<file path="src/logic/ppc_regs.svh">
// Register offsets, field positions, reset values and port count for port/PHY control
`ifndef PPC_REGS_SVH
`define PPC_REGS_SVH

`define PPC_P1_LINK_CTRL_ADDR 8'h1c
`define PPC_P2_LINK_CTRL_ADDR 8'h2c
`define PPC_P3_LINK_CTRL_ADDR 8'h3c
`define PPC_P1_RATE_CTRL_ADDR 8'h1b
`define PPC_P2_RATE_CTRL_ADDR 8'h2b
`define PPC_P3_RATE_CTRL_ADDR 8'h3b

`define PPC_LC_AN_EN_BIT 7
`define PPC_LC_SPEED_BIT 6
`define PPC_LC_DUPLEX_BIT 5
`define PPC_LC_ADV_PAUSE_BIT 4
`define PPC_LC_ADV_100FD_BIT 3
`define PPC_LC_ADV_100HD_BIT 2

`define PPC_RC_DIFF_BIT 2
`define PPC_RC_LO_EN_BIT 1
`define PPC_RC_HI_EN_BIT 0

`define PPC_LC_LOW_RESET 4'hf
`define PPC_RC_RESET 8'h00
`define PPC_RSVD_READ 8'h00
`define PPC_NUM_PORTS 3
`define PPC_NUM_PHYS 2

`endif

</file>
<file path="src/logic/ppc_pkg.sv">
// Types shared by the port/PHY control block
`default_nettype none
package ppc_pkg;
    // Register access request from the management host or the MIIM path
    typedef struct packed {
        logic wr;
        logic rd;
        logic [7:0] addr;
        logic [7:0] wdata;
    } ppc_req_t;

    // Strap levels for one PHY port
    typedef struct packed {
        logic autoneg;
        logic speed;
        logic duplex;
    } ppc_strap_t;

    // Link settings presented to one PHY
    typedef struct packed {
        logic an_en;
        logic force_100;
        logic force_full;
        logic adv_pause;
        logic adv_100fd;
        logic adv_100hd;
    } ppc_link_t;

    // Egress rate limiter steering for one port
    typedef struct packed {
        logic lo_limit_all;
        logic lo_limit_lo;
        logic hi_limit_hi;
    } ppc_rate_t;

    // Which path a request arrived on
    typedef enum logic [1:0] {
        PPC_SRC_IDLE = 2'b00,
        PPC_SRC_HOST = 2'b01,
        PPC_SRC_MIIM = 2'b10
    } ppc_src_t;
endpackage
`default_nettype wire

</file>
<file path="src/logic/ppc_port_phy_control.sv">
// Per-port transmit rate-limit enables and PHY link control registers
//
// Overview of operation
// - Per-port low-priority egress rate-limit enable, reset zero.
// - Per-port high-priority egress rate-limit enable, reset zero.
// - Differential set: high and low frames limited by their own counters.
// - Differential clear: all frames limited by the low-priority counter.
// - Bit 7 enables autoneg; when clear bits 6 and 5 fix speed, duplex.
// - Autoneg off: speed bit one forces 100 Mb/s, zero forces 10.
// - Duplex bit selects full/half when autoneg off or autoneg failed.
// - Bit 4 offers pause ability to the link partner.
// - Bit 3 offers 100 Mb/s full duplex, reset one.
// - Bit 2 offers 100 Mb/s half duplex, reset one.
// - Link control of port one and two at their own addresses.
// - Third port link control location is reserved, reads zero.
// - Link control also reachable through the MIIM register path.
`default_nettype none
`include "ppc_regs.svh"

module ppc_port_phy_control #(
    parameter int NUM_PHYS = `PPC_NUM_PHYS
) (
    // Clock and reset
    input wire logic clk_i,
    input wire logic sys_rst_i,
    // Management host register port
    input wire ppc_pkg::ppc_req_t host_req_i,
    output logic [7:0] host_rdata_o,
    // MIIM register path (second access route)
    input wire ppc_pkg::ppc_req_t miim_req_i,
    output logic [7:0] miim_rdata_o,
    output logic miim_busy_o,
    // Strap pins, sampled while reset is held
    input wire ppc_pkg::ppc_strap_t first_port_strap_i,
    input wire ppc_pkg::ppc_strap_t second_port_strap_i,
    input wire logic pause_advertise_strap_i,
    // PHY side
    input wire logic [NUM_PHYS-1:0] an_failed_i,
    output ppc_pkg::ppc_link_t [NUM_PHYS-1:0] link_cfg_o,
    output logic [NUM_PHYS-1:0] link_100_o,
    output logic [NUM_PHYS-1:0] link_full_o,
    // Egress rate limiter steering, one entry per port
    output ppc_pkg::ppc_rate_t [`PPC_NUM_PORTS-1:0] rate_cfg_o
);
    import ppc_pkg::*;

    // ------------------------------------------------------------
    // Decode helpers
    // ------------------------------------------------------------

    // Link control register index of an address, or NUM_PHYS if none
    function automatic int link_index(input logic [7:0] a);
        if (a == `PPC_P1_LINK_CTRL_ADDR) begin
            return 0;
        end else if (a == `PPC_P2_LINK_CTRL_ADDR) begin
            return 1;
        end
        return NUM_PHYS;
    endfunction

    // Rate control register index of an address, or port count if none
    function automatic int rate_index(input logic [7:0] a);
        if (a == `PPC_P1_RATE_CTRL_ADDR) begin
            return 0;
        end else if (a == `PPC_P2_RATE_CTRL_ADDR) begin
            return 1;
        end else if (a == `PPC_P3_RATE_CTRL_ADDR) begin
            return 2;
        end
        return `PPC_NUM_PORTS;
    endfunction

    // ------------------------------------------------------------
    // Strap synchronisers
    // ------------------------------------------------------------

    logic [6:0] strap_meta_reg;
    logic [6:0] strap_sync_reg;
    logic [6:0] strap_raw;
    logic rst_seen_reg;

    assign strap_raw = {first_port_strap_i, second_port_strap_i, pause_advertise_strap_i};

    // Straps are pins, so two flops before anything looks at them
    always_ff @(posedge clk_i) begin
        strap_meta_reg <= strap_raw;
        strap_sync_reg <= strap_meta_reg;
    end

    // Marks that reset has been applied at least once
    always_ff @(posedge clk_i) begin
        rst_seen_reg <= sys_rst_i | rst_seen_reg;
    end

    // ------------------------------------------------------------
    // Access arbitration
    // ------------------------------------------------------------

    // Host wins a same-cycle clash; MIIM sees busy and must retry
    ppc_req_t req;
    ppc_src_t src;
    always_comb begin
        req = host_req_i;
        src = PPC_SRC_IDLE;
        if (host_req_i.wr || host_req_i.rd) begin
            src = PPC_SRC_HOST;
        end else if (miim_req_i.wr || miim_req_i.rd) begin
            req = miim_req_i;
            src = PPC_SRC_MIIM;
        end
    end

    assign miim_busy_o = (miim_req_i.wr || miim_req_i.rd) && (src == PPC_SRC_HOST);

    // ------------------------------------------------------------
    // Link control registers
    // ------------------------------------------------------------

    logic [7:0] link_ctrl_reg [NUM_PHYS];
    ppc_strap_t port_strap [NUM_PHYS];

    // Strap values per PHY, taken from the synchronised copy
    always_comb begin
        for (int i = 0; i < NUM_PHYS; i++) begin
            port_strap[i] = (i == 0) ? strap_sync_reg[6:4] : strap_sync_reg[3:1];
        end
    end

    genvar g;
    generate
        for (g = 0; g < NUM_PHYS; g++) begin : gen_link
            // advertise 100 bits reset to one
            always_ff @(posedge clk_i) begin
                if (sys_rst_i) begin
                    link_ctrl_reg[g][`PPC_LC_AN_EN_BIT] <= port_strap[g].autoneg;
                    link_ctrl_reg[g][`PPC_LC_SPEED_BIT] <= port_strap[g].speed;
                    link_ctrl_reg[g][`PPC_LC_DUPLEX_BIT] <= port_strap[g].duplex;
                    link_ctrl_reg[g][`PPC_LC_ADV_PAUSE_BIT] <= strap_sync_reg[0];
                    link_ctrl_reg[g][3:0] <= `PPC_LC_LOW_RESET;
                end else if (req.wr && link_index(req.addr) == g) begin
                    link_ctrl_reg[g] <= req.wdata;
                end
            end

            always_comb begin
                link_cfg_o[g].an_en = link_ctrl_reg[g][`PPC_LC_AN_EN_BIT];
                link_cfg_o[g].force_100 = link_ctrl_reg[g][`PPC_LC_SPEED_BIT];
                link_cfg_o[g].force_full = link_ctrl_reg[g][`PPC_LC_DUPLEX_BIT];
                link_cfg_o[g].adv_pause = link_ctrl_reg[g][`PPC_LC_ADV_PAUSE_BIT];
                link_cfg_o[g].adv_100fd = link_ctrl_reg[g][`PPC_LC_ADV_100FD_BIT];
                link_cfg_o[g].adv_100hd = link_ctrl_reg[g][`PPC_LC_ADV_100HD_BIT];
                // With autoneg on, speed is the negotiated one; report the best offered
                link_100_o[g] = link_ctrl_reg[g][`PPC_LC_AN_EN_BIT] ?
                    (link_ctrl_reg[g][`PPC_LC_ADV_100FD_BIT] |
                     link_ctrl_reg[g][`PPC_LC_ADV_100HD_BIT]) :
                    link_ctrl_reg[g][`PPC_LC_SPEED_BIT];
                link_full_o[g] = (link_ctrl_reg[g][`PPC_LC_AN_EN_BIT] && !an_failed_i[g]) ?
                    link_ctrl_reg[g][`PPC_LC_ADV_100FD_BIT] :
                    link_ctrl_reg[g][`PPC_LC_DUPLEX_BIT];
            end
        end
    endgenerate

    // ------------------------------------------------------------
    // Transmit rate control registers
    // ------------------------------------------------------------

    logic [7:0] rate_ctrl_reg [`PPC_NUM_PORTS];

    generate
        for (g = 0; g < `PPC_NUM_PORTS; g++) begin : gen_rate
            always_ff @(posedge clk_i) begin
                if (sys_rst_i) begin
                    rate_ctrl_reg[g] <= `PPC_RC_RESET;
                end else if (req.wr && rate_index(req.addr) == g) begin
                    rate_ctrl_reg[g] <= req.wdata;
                end
            end

            // Limiter steering
            always_comb begin
                // non-differential uses low counter for all
                rate_cfg_o[g].lo_limit_all = !rate_ctrl_reg[g][`PPC_RC_DIFF_BIT] &&
                    rate_ctrl_reg[g][`PPC_RC_LO_EN_BIT];
                rate_cfg_o[g].lo_limit_lo = rate_ctrl_reg[g][`PPC_RC_DIFF_BIT] &&
                    rate_ctrl_reg[g][`PPC_RC_LO_EN_BIT];
                rate_cfg_o[g].hi_limit_hi = rate_ctrl_reg[g][`PPC_RC_DIFF_BIT] &&
                    rate_ctrl_reg[g][`PPC_RC_HI_EN_BIT];
            end
        end
    endgenerate

    // ------------------------------------------------------------
    // Read data
    // ------------------------------------------------------------

    logic [7:0] rd_value;
    always_comb begin
        rd_value = `PPC_RSVD_READ;
        if (link_index(req.addr) < NUM_PHYS) begin
            rd_value = link_ctrl_reg[link_index(req.addr)];
        end else if (rate_index(req.addr) < `PPC_NUM_PORTS) begin
            rd_value = rate_ctrl_reg[rate_index(req.addr)];
        end
        // third port location reads zero, writes dropped
        if (req.addr == `PPC_P3_LINK_CTRL_ADDR) begin
            rd_value = `PPC_RSVD_READ;
        end
    end

    // Read data registered one cycle after the request, per path
    always_ff @(posedge clk_i) begin
        if (sys_rst_i) begin
            host_rdata_o <= `PPC_RSVD_READ;
            miim_rdata_o <= `PPC_RSVD_READ;
        end else begin
            if (src == PPC_SRC_HOST && req.rd) begin
                host_rdata_o <= rd_value;
            end
            if (src == PPC_SRC_MIIM && req.rd) begin
                miim_rdata_o <= rd_value;
            end
        end
    end

endmodule
`default_nettype wire

</file>
<file path="config.mk">
export PLATFORM = sky130hd
export DESIGN_NAME = ppc_port_phy_control
export DESIGN_NICKNAME = d
export VERILOG_FILES = /design/src/logic/ppc_pkg.sv /design/src/logic/ppc_port_phy_control.sv
export VERILOG_INCLUDE_DIRS = /design/src /design/src/logic
export SDC_FILE = /design/constraint.sdc
export NUM_CORES = 1
export LEC_CHECK = 0
export ABC_CLOCK_PERIOD_IN_PS = 2600
export BUFFER_PORTS_ARGS = -buffer_cell sky130_fd_sc_hd__buf_2
export CORE_UTILIZATION = 55
export DETAILED_ROUTE_END_ITERATION = 16
export PLACE_DENSITY = 0.81
export SETUP_SLACK_MARGIN = 0.02
export SKIP_LAST_GASP = 1
export SYNTH_ARGS = -nofsm -noshare
export SYNTH_HDL_FRONTEND = slang
export SYNTH_SLANG_ARGS = --single-unit
</file>
<file path="constraint.sdc">
create_clock -name clk_i -period 2.6 [get_ports clk_i]
set_input_delay 0.26 -clock clk_i [delete_from_list [all_inputs] [get_ports clk_i]]
set_output_delay 0.26 -clock clk_i [all_outputs]
set_load 0.05 [all_outputs]
</file>
==> results of run 1 <==
==> timing repair <==
item                                   4_1_cts  5_1_grt
setup endpoints to repair                    0        0
gates resized for setup                      0        0
hold buffers                                 7        0
endpoints found under the hold margin        7        0
==> through the flow <==
stage / total power (uW) / cell area, um2
floorplan: 1600 / 3990
global placement: 1710 / 4420
detailed placement: 1720 / 4420
CTS: 2540 / 4680
global route: 2640 / 4680
finish: 2540 / 4680
==> layout make-up <==
| class | instances | area [um2] | share of cell area [%] |
|---|---|---|---|
| sequential | 70 | 1800 | 38.5 |
| tap | 96 | 120 | 2.57 |
| timing repair buffer | 114 | 653 | 14.0 |
| multi-input combinational | 262 | 1830 | 39.0 |
| clock inverter | 7 | 61.3 | 1.31 |
| clock buffer | 9 | 124 | 2.65 |
| inverter | 25 | 93.8 | 2.01 |
==> layout by cell type, fill, tap and decap left out, types with 2 or more instances in the layout <==
cell           count
a41o_1             2
a221oi_1          16
nand4_2            2
o2111ai_1         16
inv_6              3
a311oi_1           8
buf_2             88
and2_1             5
o21ai_0            7
dfxtp_1           30
o31ai_1            2
clkbuf_8           9
nand4_1           11
nand4b_1           8
mux2i_1            8
a31o_2             3
nor2_1            39
a211oi_2           2
buf_4             19
inv_1             25
nand2b_1          12
a2111oi_0          6
nor2b_1            3
dlygate4sd3_1      7
and3_1             2
o21ai_1            2
mux2_2             8
or2_1              2
o21ai_2            2
nand2_1           33
a22oi_1            3
edfxtp_1          40
o211ai_1          16
a22o_1             8
clkinvlp_4         2
a32oi_1            8
nand3_1           11
==> worst max-delay path: cells and delay by family <==
| kind | cells | cell delay, ns |
|---|---|---|
| muxes | 1 | 0.37 |
| AOI/OAI and AO/OA | 2 | 0.86 |
| and+or+nand+nor | 2 | 0.62 |
| buffers and inverters | 1 | 0.12 |
==> cell families (layout without fill, tap and decap cells) <==
kind of cell / count (synthesis) / after routing
AO/OA/AOI/OAI: 110 / 110
flip-flops: 70 / 70
buffers and inverters: 72 / 155
AND/OR/NAND/NOR: 136 / 136
multiplexers: 16 / 16
==> how the worst max path moves through the flow <==
stage                               from  slack, ns             endpoint
after floorplan           host_req_i[16]       0.50  link_ctrl_reg[0][0]
after global placement    host_req_i[17]       0.23  link_ctrl_reg[1][7]
after detailed placement  host_req_i[17]       0.13  link_ctrl_reg[1][5]
after CTS                 host_req_i[17]       0.53  link_ctrl_reg[1][5]
after global routing      host_req_i[17]       0.37  link_ctrl_reg[1][4]
final                     host_req_i[17]       0.49  link_ctrl_reg[1][5]
==> report_power, final <==
| part | switching [uW] | total, uW | internal [uW] |
|---|---|---|---|
| Combinational | 316 | 454 | 138 |
| Sequential | 30.1 | 1250 | 1220 |
| Clock | 476 | 840 | 364 |
| Total | 822 | 2540 | 1720 |
==> layer usage <==
metal / track usage, % / vias to the layer above / share of wire, %
met1: 38.9 / 1659 / 43
li1: - / 1696 / -
met3: 5.31 / 21 / 7.8
met2: 45.0 / 174 / 47
met5: 0 / - / 0
met4: 11.6 / 0 / 2.3
==> impl_metrics.json, run 1 <==
{
  "status": "finished, final reports clean",
  "synth_xor_area_share_pct": 0,
  "place_inst": 560,
  "gp_congestion": 0.918,
  "syn_nets": 451,
  "yosysSeqAreaShare_pct": 45.1,
  "reg2reg_slack_ns": 0.90,
  "ios": 89,
  "grt_max_degree": 21,
  "insertion_delay_ns": 0.37,
  "hpwlAfterDp_um": 7650,
  "cp-start-kind": "input pin",
  "ir_drop_mv": 0.498,
  "worstHoldStart": "sys_rst_i",
  "finalMaxSlewViolations": 0,
  "hold_viol_final": 0,
  "synth_common_cells": "40 x edfxtp_1, 39 x nor2_1, 33 x nand2_1, 30 x dfxtp_1, 25 x inv_1",
  "fin_skew_ns": 0.0186,
  "cts_buffers": 9,
  "area_growth_pct": 17.2,
  "crit_chain": "buf_2 -> or2_1 -> o21ai_2 -> a22oi_1 -> nand4_2 -> mux2_2",
  "remaining_drc_errors": 0,
  "maxSlewHeadroom_pct": 53.2,
  "cpMaxStageDelayCell": "o21ai_2",
  "core_mm2": 0.00691,
  "die_y_um": 87.2,
  "synth_area_leaders": "edfxtp_1 30%, dfxtp_1 15%, a221oi_1 3.7%, nor2_1 3.7%, o2111ai_1 3.5%",
  "synth_mux_area_share_pct": 4.26,
  "synth-simple-area-share_pct": 18.1,
  "cts_sinks": 70,
  "ant_nets": 0,
  "drtPass1Iterations": 5,
  "rows": 30,
  "synthFlopType": "edfxtp_1",
  "synth_warnings": 0,
  "synth-seq-cells": 70,
  "r2r_start": "link_ctrl_reg[0][7]",
  "power_density_mw_per_mm2": 544,
  "cts_setup_buffers": 0,
  "synth_most_common_cell": "edfxtp_1",
  "tns_ns": 0,
  "grt_usage_pct": 28.5,
  "cts_root_buffer": "clkbuf_8",
  "grt_pass1_wl_um": 16000,
  "layout.cells.non_filler": 583,
  "synth_fa_ha_area_share_pct": 0,
  "die_w_um": 87.2,
  "finalSetupViolCount": 0,
  "fin_util_pct": 67.8,
  "yosys.area.top_type_share_pct": 30.1,
  "cp-end-kind": "flip-flop",
  "maxCapViolations": 0,
  "max_freq_ghz": 0.474,
  "grt_overflow_total": 0,
  "drt_iter0_drc": 266,
  "whs_ns": 0.296,
  "netlist_area_mm2": 0.00399,
  "synth_top_cell_by_area": "edfxtp_1",
  "fillers": 593,
  "initial_core_util_pct": 57.8,
  "viasPerCell": 6.09,
  "fin_crit_ns": 2.11,
  "synth.distinct_cells": 53,
  "critPathKind": "in2reg",
  "vias": 3550,
  "hold_depth": 2,
  "critical-path-max-stage-delay_ns": 0.58,
  "largest_reg_flops": 24,
  "timing.final.crit_share_pct": 81.1,
  "whs_endpoint": "host_rdata_o[2]",
  "rsz0062_at_grt": "no",
  "holdCritPathClass": "in2reg",
  "worstPathMaxFanout": 17,
  "synth-compound-area-share_pct": 23.1,
  "syn_inst": 404,
  "synthArstFlopShare_pct": 0,
  "worstMarginPinSlew_ns": 0.684,
  "synth_edf_count": 40,
  "ff2ff_path_depth": 4,
  "numPortBuffers": 88,
  "drive_gt1_share_pct": 30.4,
  "wl_um": 10300,
  "timing.rr.end": "host_rdata_o[7]",
  "diodes": 0,
  "final_nets": 529,
  "synth.avg_cell_area_um2": 9.89,
  "grt_pass1_vias": 3140,
  "cellLeakagePower_uw": 0.00194,
  "h-tree-depth": 3,
  "worstPathArrival_ns": 2.23,
  "path_clk_slew_ns": 0.09,
  "cts_buffer_depth": 2,
  "die-area_mm2": 0.00761,
  "setup_ws_ns": 0.490,
  "tritoncts": "yes",
  "post-place-ws_ns": 0.132,
  "synth_top_family_by_area": "compound AO/OA/AOI/OAI gates",
  "wl_per_cell_um": 17.6,
  "antenna_found_initial": 0,
  "critical_path_required_ns": 2.72
}
No activity file was read; power rests on OpenSTA's default activity.
==> inputs of run 2 (changes only) <==
--- a/config.mk
+++ b/config.mk
@@ -6,7 +6,7 @@
 export SDC_FILE = /design/constraint.sdc
 export NUM_CORES = 1
 export LEC_CHECK = 0
-export ABC_CLOCK_PERIOD_IN_PS = 2600
+export ABC_CLOCK_PERIOD_IN_PS = 2100
 export BUFFER_PORTS_ARGS = -buffer_cell sky130_fd_sc_hd__buf_2
 export CORE_UTILIZATION = 55
 export DETAILED_ROUTE_END_ITERATION = 16
==> constraint.sdc (replaced) <==
create_clock -name clk_i -period 2.1 [get_ports clk_i]
set_input_delay 0.21 -clock clk_i [delete_from_list [all_inputs] [get_ports clk_i]]
set_output_delay 0.21 -clock clk_i [all_outputs]
set_load 0.05 [all_outputs]
==> run 2 against run 1 <==
  * Flip-flop and latch count unchanged
  * Register-to-register slack worse by 0.52 ns
  * Wire length rose by 6.4%
  * Clock-buffer cell count is the same
  * Clock skew down 0.0084 ns
  * Clock power up 21%
  * Sequential share of layout area is 2.1 points lower
  * Die area unchanged
  * Power increased by 25%
  * Core utilization up 3.8 points
  * Final area increased by 5.7%
  * Via count is 5.7% higher
  * Largest power group unchanged
  * Highest routed layer unchanged
==> impl_metrics.json, run 2 (same netlist as run 1, synthesis figures left out) <==
{
  "cts_root_buffer": "clkbuf_8",
  "cts_buffer_depth": 2,
  "finalSetupViolCount": 0,
  "reg2reg_slack_ns": 0.38,
  "timing.final.crit_share_pct": 99.6,
  "whs_ns": 0.283,
  "finalMaxSlewViolations": 0,
  "hold_viol_final": 0,
  "numPortBuffers": 88,
  "timing.rr.end": "host_rdata_o[5]",
  "cellLeakagePower_uw": 0.00210,
  "critical_path_required_ns": 2.35,
  "worstHoldStart": "miim_req_i[6]",
  "final_nets": 559,
  "maxCapViolations": 0,
  "ff2ff_path_depth": 5,
  "gp_congestion": 0.917,
  "grt_max_degree": 30,
  "ant_nets": 0,
  "antenna_found_initial": 0,
  "fillers": 544,
  "cts_sinks": 70,
  "r2r_start": "link_ctrl_reg[0][5]",
  "max_freq_ghz": 0.478,
  "drtPass1Iterations": 5,
  "die_w_um": 87.2,
  "viasPerCell": 6.12,
  "tns_ns": 0,
  "die_y_um": 87.2,
  "grt_overflow_total": 0,
  "fin_skew_ns": 0.0102,
  "cts_buffers": 9,
  "vias": 3752,
  "ios": 89,
  "wl_um": 10900,
  "wl_per_cell_um": 17.8,
  "cp-end-kind": "flip-flop",
  "fin_crit_ns": 2.09,
  "place_inst": 590,
  "ir_drop_mv": 0.631,
  "h-tree-depth": 3,
  "holdCritPathClass": "in2reg",
  "finalInstanceArea_mm2": 0.00494,
  "rows": 30,
  "hold_depth": 3,
  "power_density_mw_per_mm2": 644,
  "initial_core_util_pct": 57.8,
  "grt_usage_pct": 28.9,
  "path_clk_slew_ns": 0.08,
  "area_growth_pct": 23.8,
  "worstPathMaxFanout": 9,
  "cp-start-kind": "input pin",
  "hpwlAfterDp_um": 8020,
  "drive_gt1_share_pct": 34.4,
  "mostFrequentLayoutCell": "buf_2",
  "maxSlewHeadroom_pct": 58.9,
  "final_cell_mix": "88 x buf_2, 46 x buf_4, 40 x edfxtp_1, 39 x nor2_1, 33 x nand2_1",
  "layout.cells.non_filler": 613,
  "grt_pass1_vias": 3357,
  "largest_reg_flops": 24,
  "worstPathArrival_ns": 2.34,
  "remaining_drc_errors": 0,
  "status": "finished, final reports clean",
  "diodes": 0,
  "tritoncts": "yes",
  "whs_endpoint": "rate_ctrl_reg[1][6]",
  "grt_pass1_wl_um": 16500,
  "worstMarginPinSlew_ns": 0.616,
  "core_mm2": 0.00691,
  "critPathKind": "in2reg",
  "drt_iter0_drc": 481,
  "insertion_delay_ns": 0.35,
  "die-area_mm2": 0.00761,
  "place_area_mm2": 0.00469
}
[run 2: cell types whose count changed in the layout (fill, tap and decap cells not counted)]
cell | previous run | this run
a2111oi_1 | 1 | 3
buf_4 | 19 | 46
a2111oi_0 | 6 | 4
buf_12 | 0 | 3
[run 2: cell type report]
| type | instances | area (um2) | area share (%) |
|---|---|---|---|
| repair buffers | 144 | 916 | 18.5 |
| clock buffers | 9 | 124 | 2.51 |
| flip-flops and latches | 70 | 1800 | 36.4 |
| multi-input cells | 262 | 1830 | 37.0 |
| inverters | 25 | 93.8 | 1.90 |
| clock inverters | 7 | 61.3 | 1.24 |
| well taps | 96 | 120 | 2.43 |
[run 2: critical path, cell delays in order]
cell and delay (ns):
buf_2 0.09, or2_1 0.26, buf_4 0.19, nand4_2 0.19, buf_4 0.24, a2111oi_1 0.52, buf_4 0.21, o211ai_1 0.10
a311oi_1 0.32
[run 2: routing by layer]
| metal | global-route usage (%) | part of all wire, % | wire length (um) |
|---|---|---|---|
| met5 | 0 | 0 | 0 |
| met4 | 13.4 | 3.5 | 384 |
| met3 | 5.97 | 8.4 | 923 |
| met2 | 46.5 | 45 | 4960 |
| met1 | 37.7 | 43 | 4660 |
[run 2: worst max-delay path by stage]
stage	startpoint	to	cells past startpoint
CTS	miim_req_i[17]	host_rdata_o[5]	9
finish	miim_req_i[17]	host_rdata_o[5]	9
global route	miim_req_i[17]	host_rdata_o[5]	9
global placement	miim_req_i[17]	host_rdata_o[7]	9
detailed placement	miim_req_i[17]	host_rdata_o[5]	9
floorplan	host_req_i[16]	link_ctrl_reg[0][0]	8
[run 2: report_power, final]
group	switching, uW	internal, uW
combinational	406	207
clock	573	450
sequential	36.1	1510
total	1020	2170
[run 2: through the flow]
| step | utilization [%] | total power, uW | setup WS [ns] |
|---|---|---|---|
| after detailed placement | 67.9 | 2170 | -0.230 |
| after floorplan | - | 1980 | 0.0473 |
| after CTS | 71.6 | 3180 | 0.109 |
| final | 71.6 | 3180 | 0.00860 |
| after global placement | 67.9 | 2150 | -0.151 |
| after global routing | 71.6 | 3290 | -0.0605 |
[run 2: timing repair]
item | CTS | global route
gates resized for setup | 0 | 2
endpoints found under the setup margin | 0 | 2
hold buffers | 7 | 0
hold endpoints to repair | 7 | 0
buffers inserted | 0 | 0
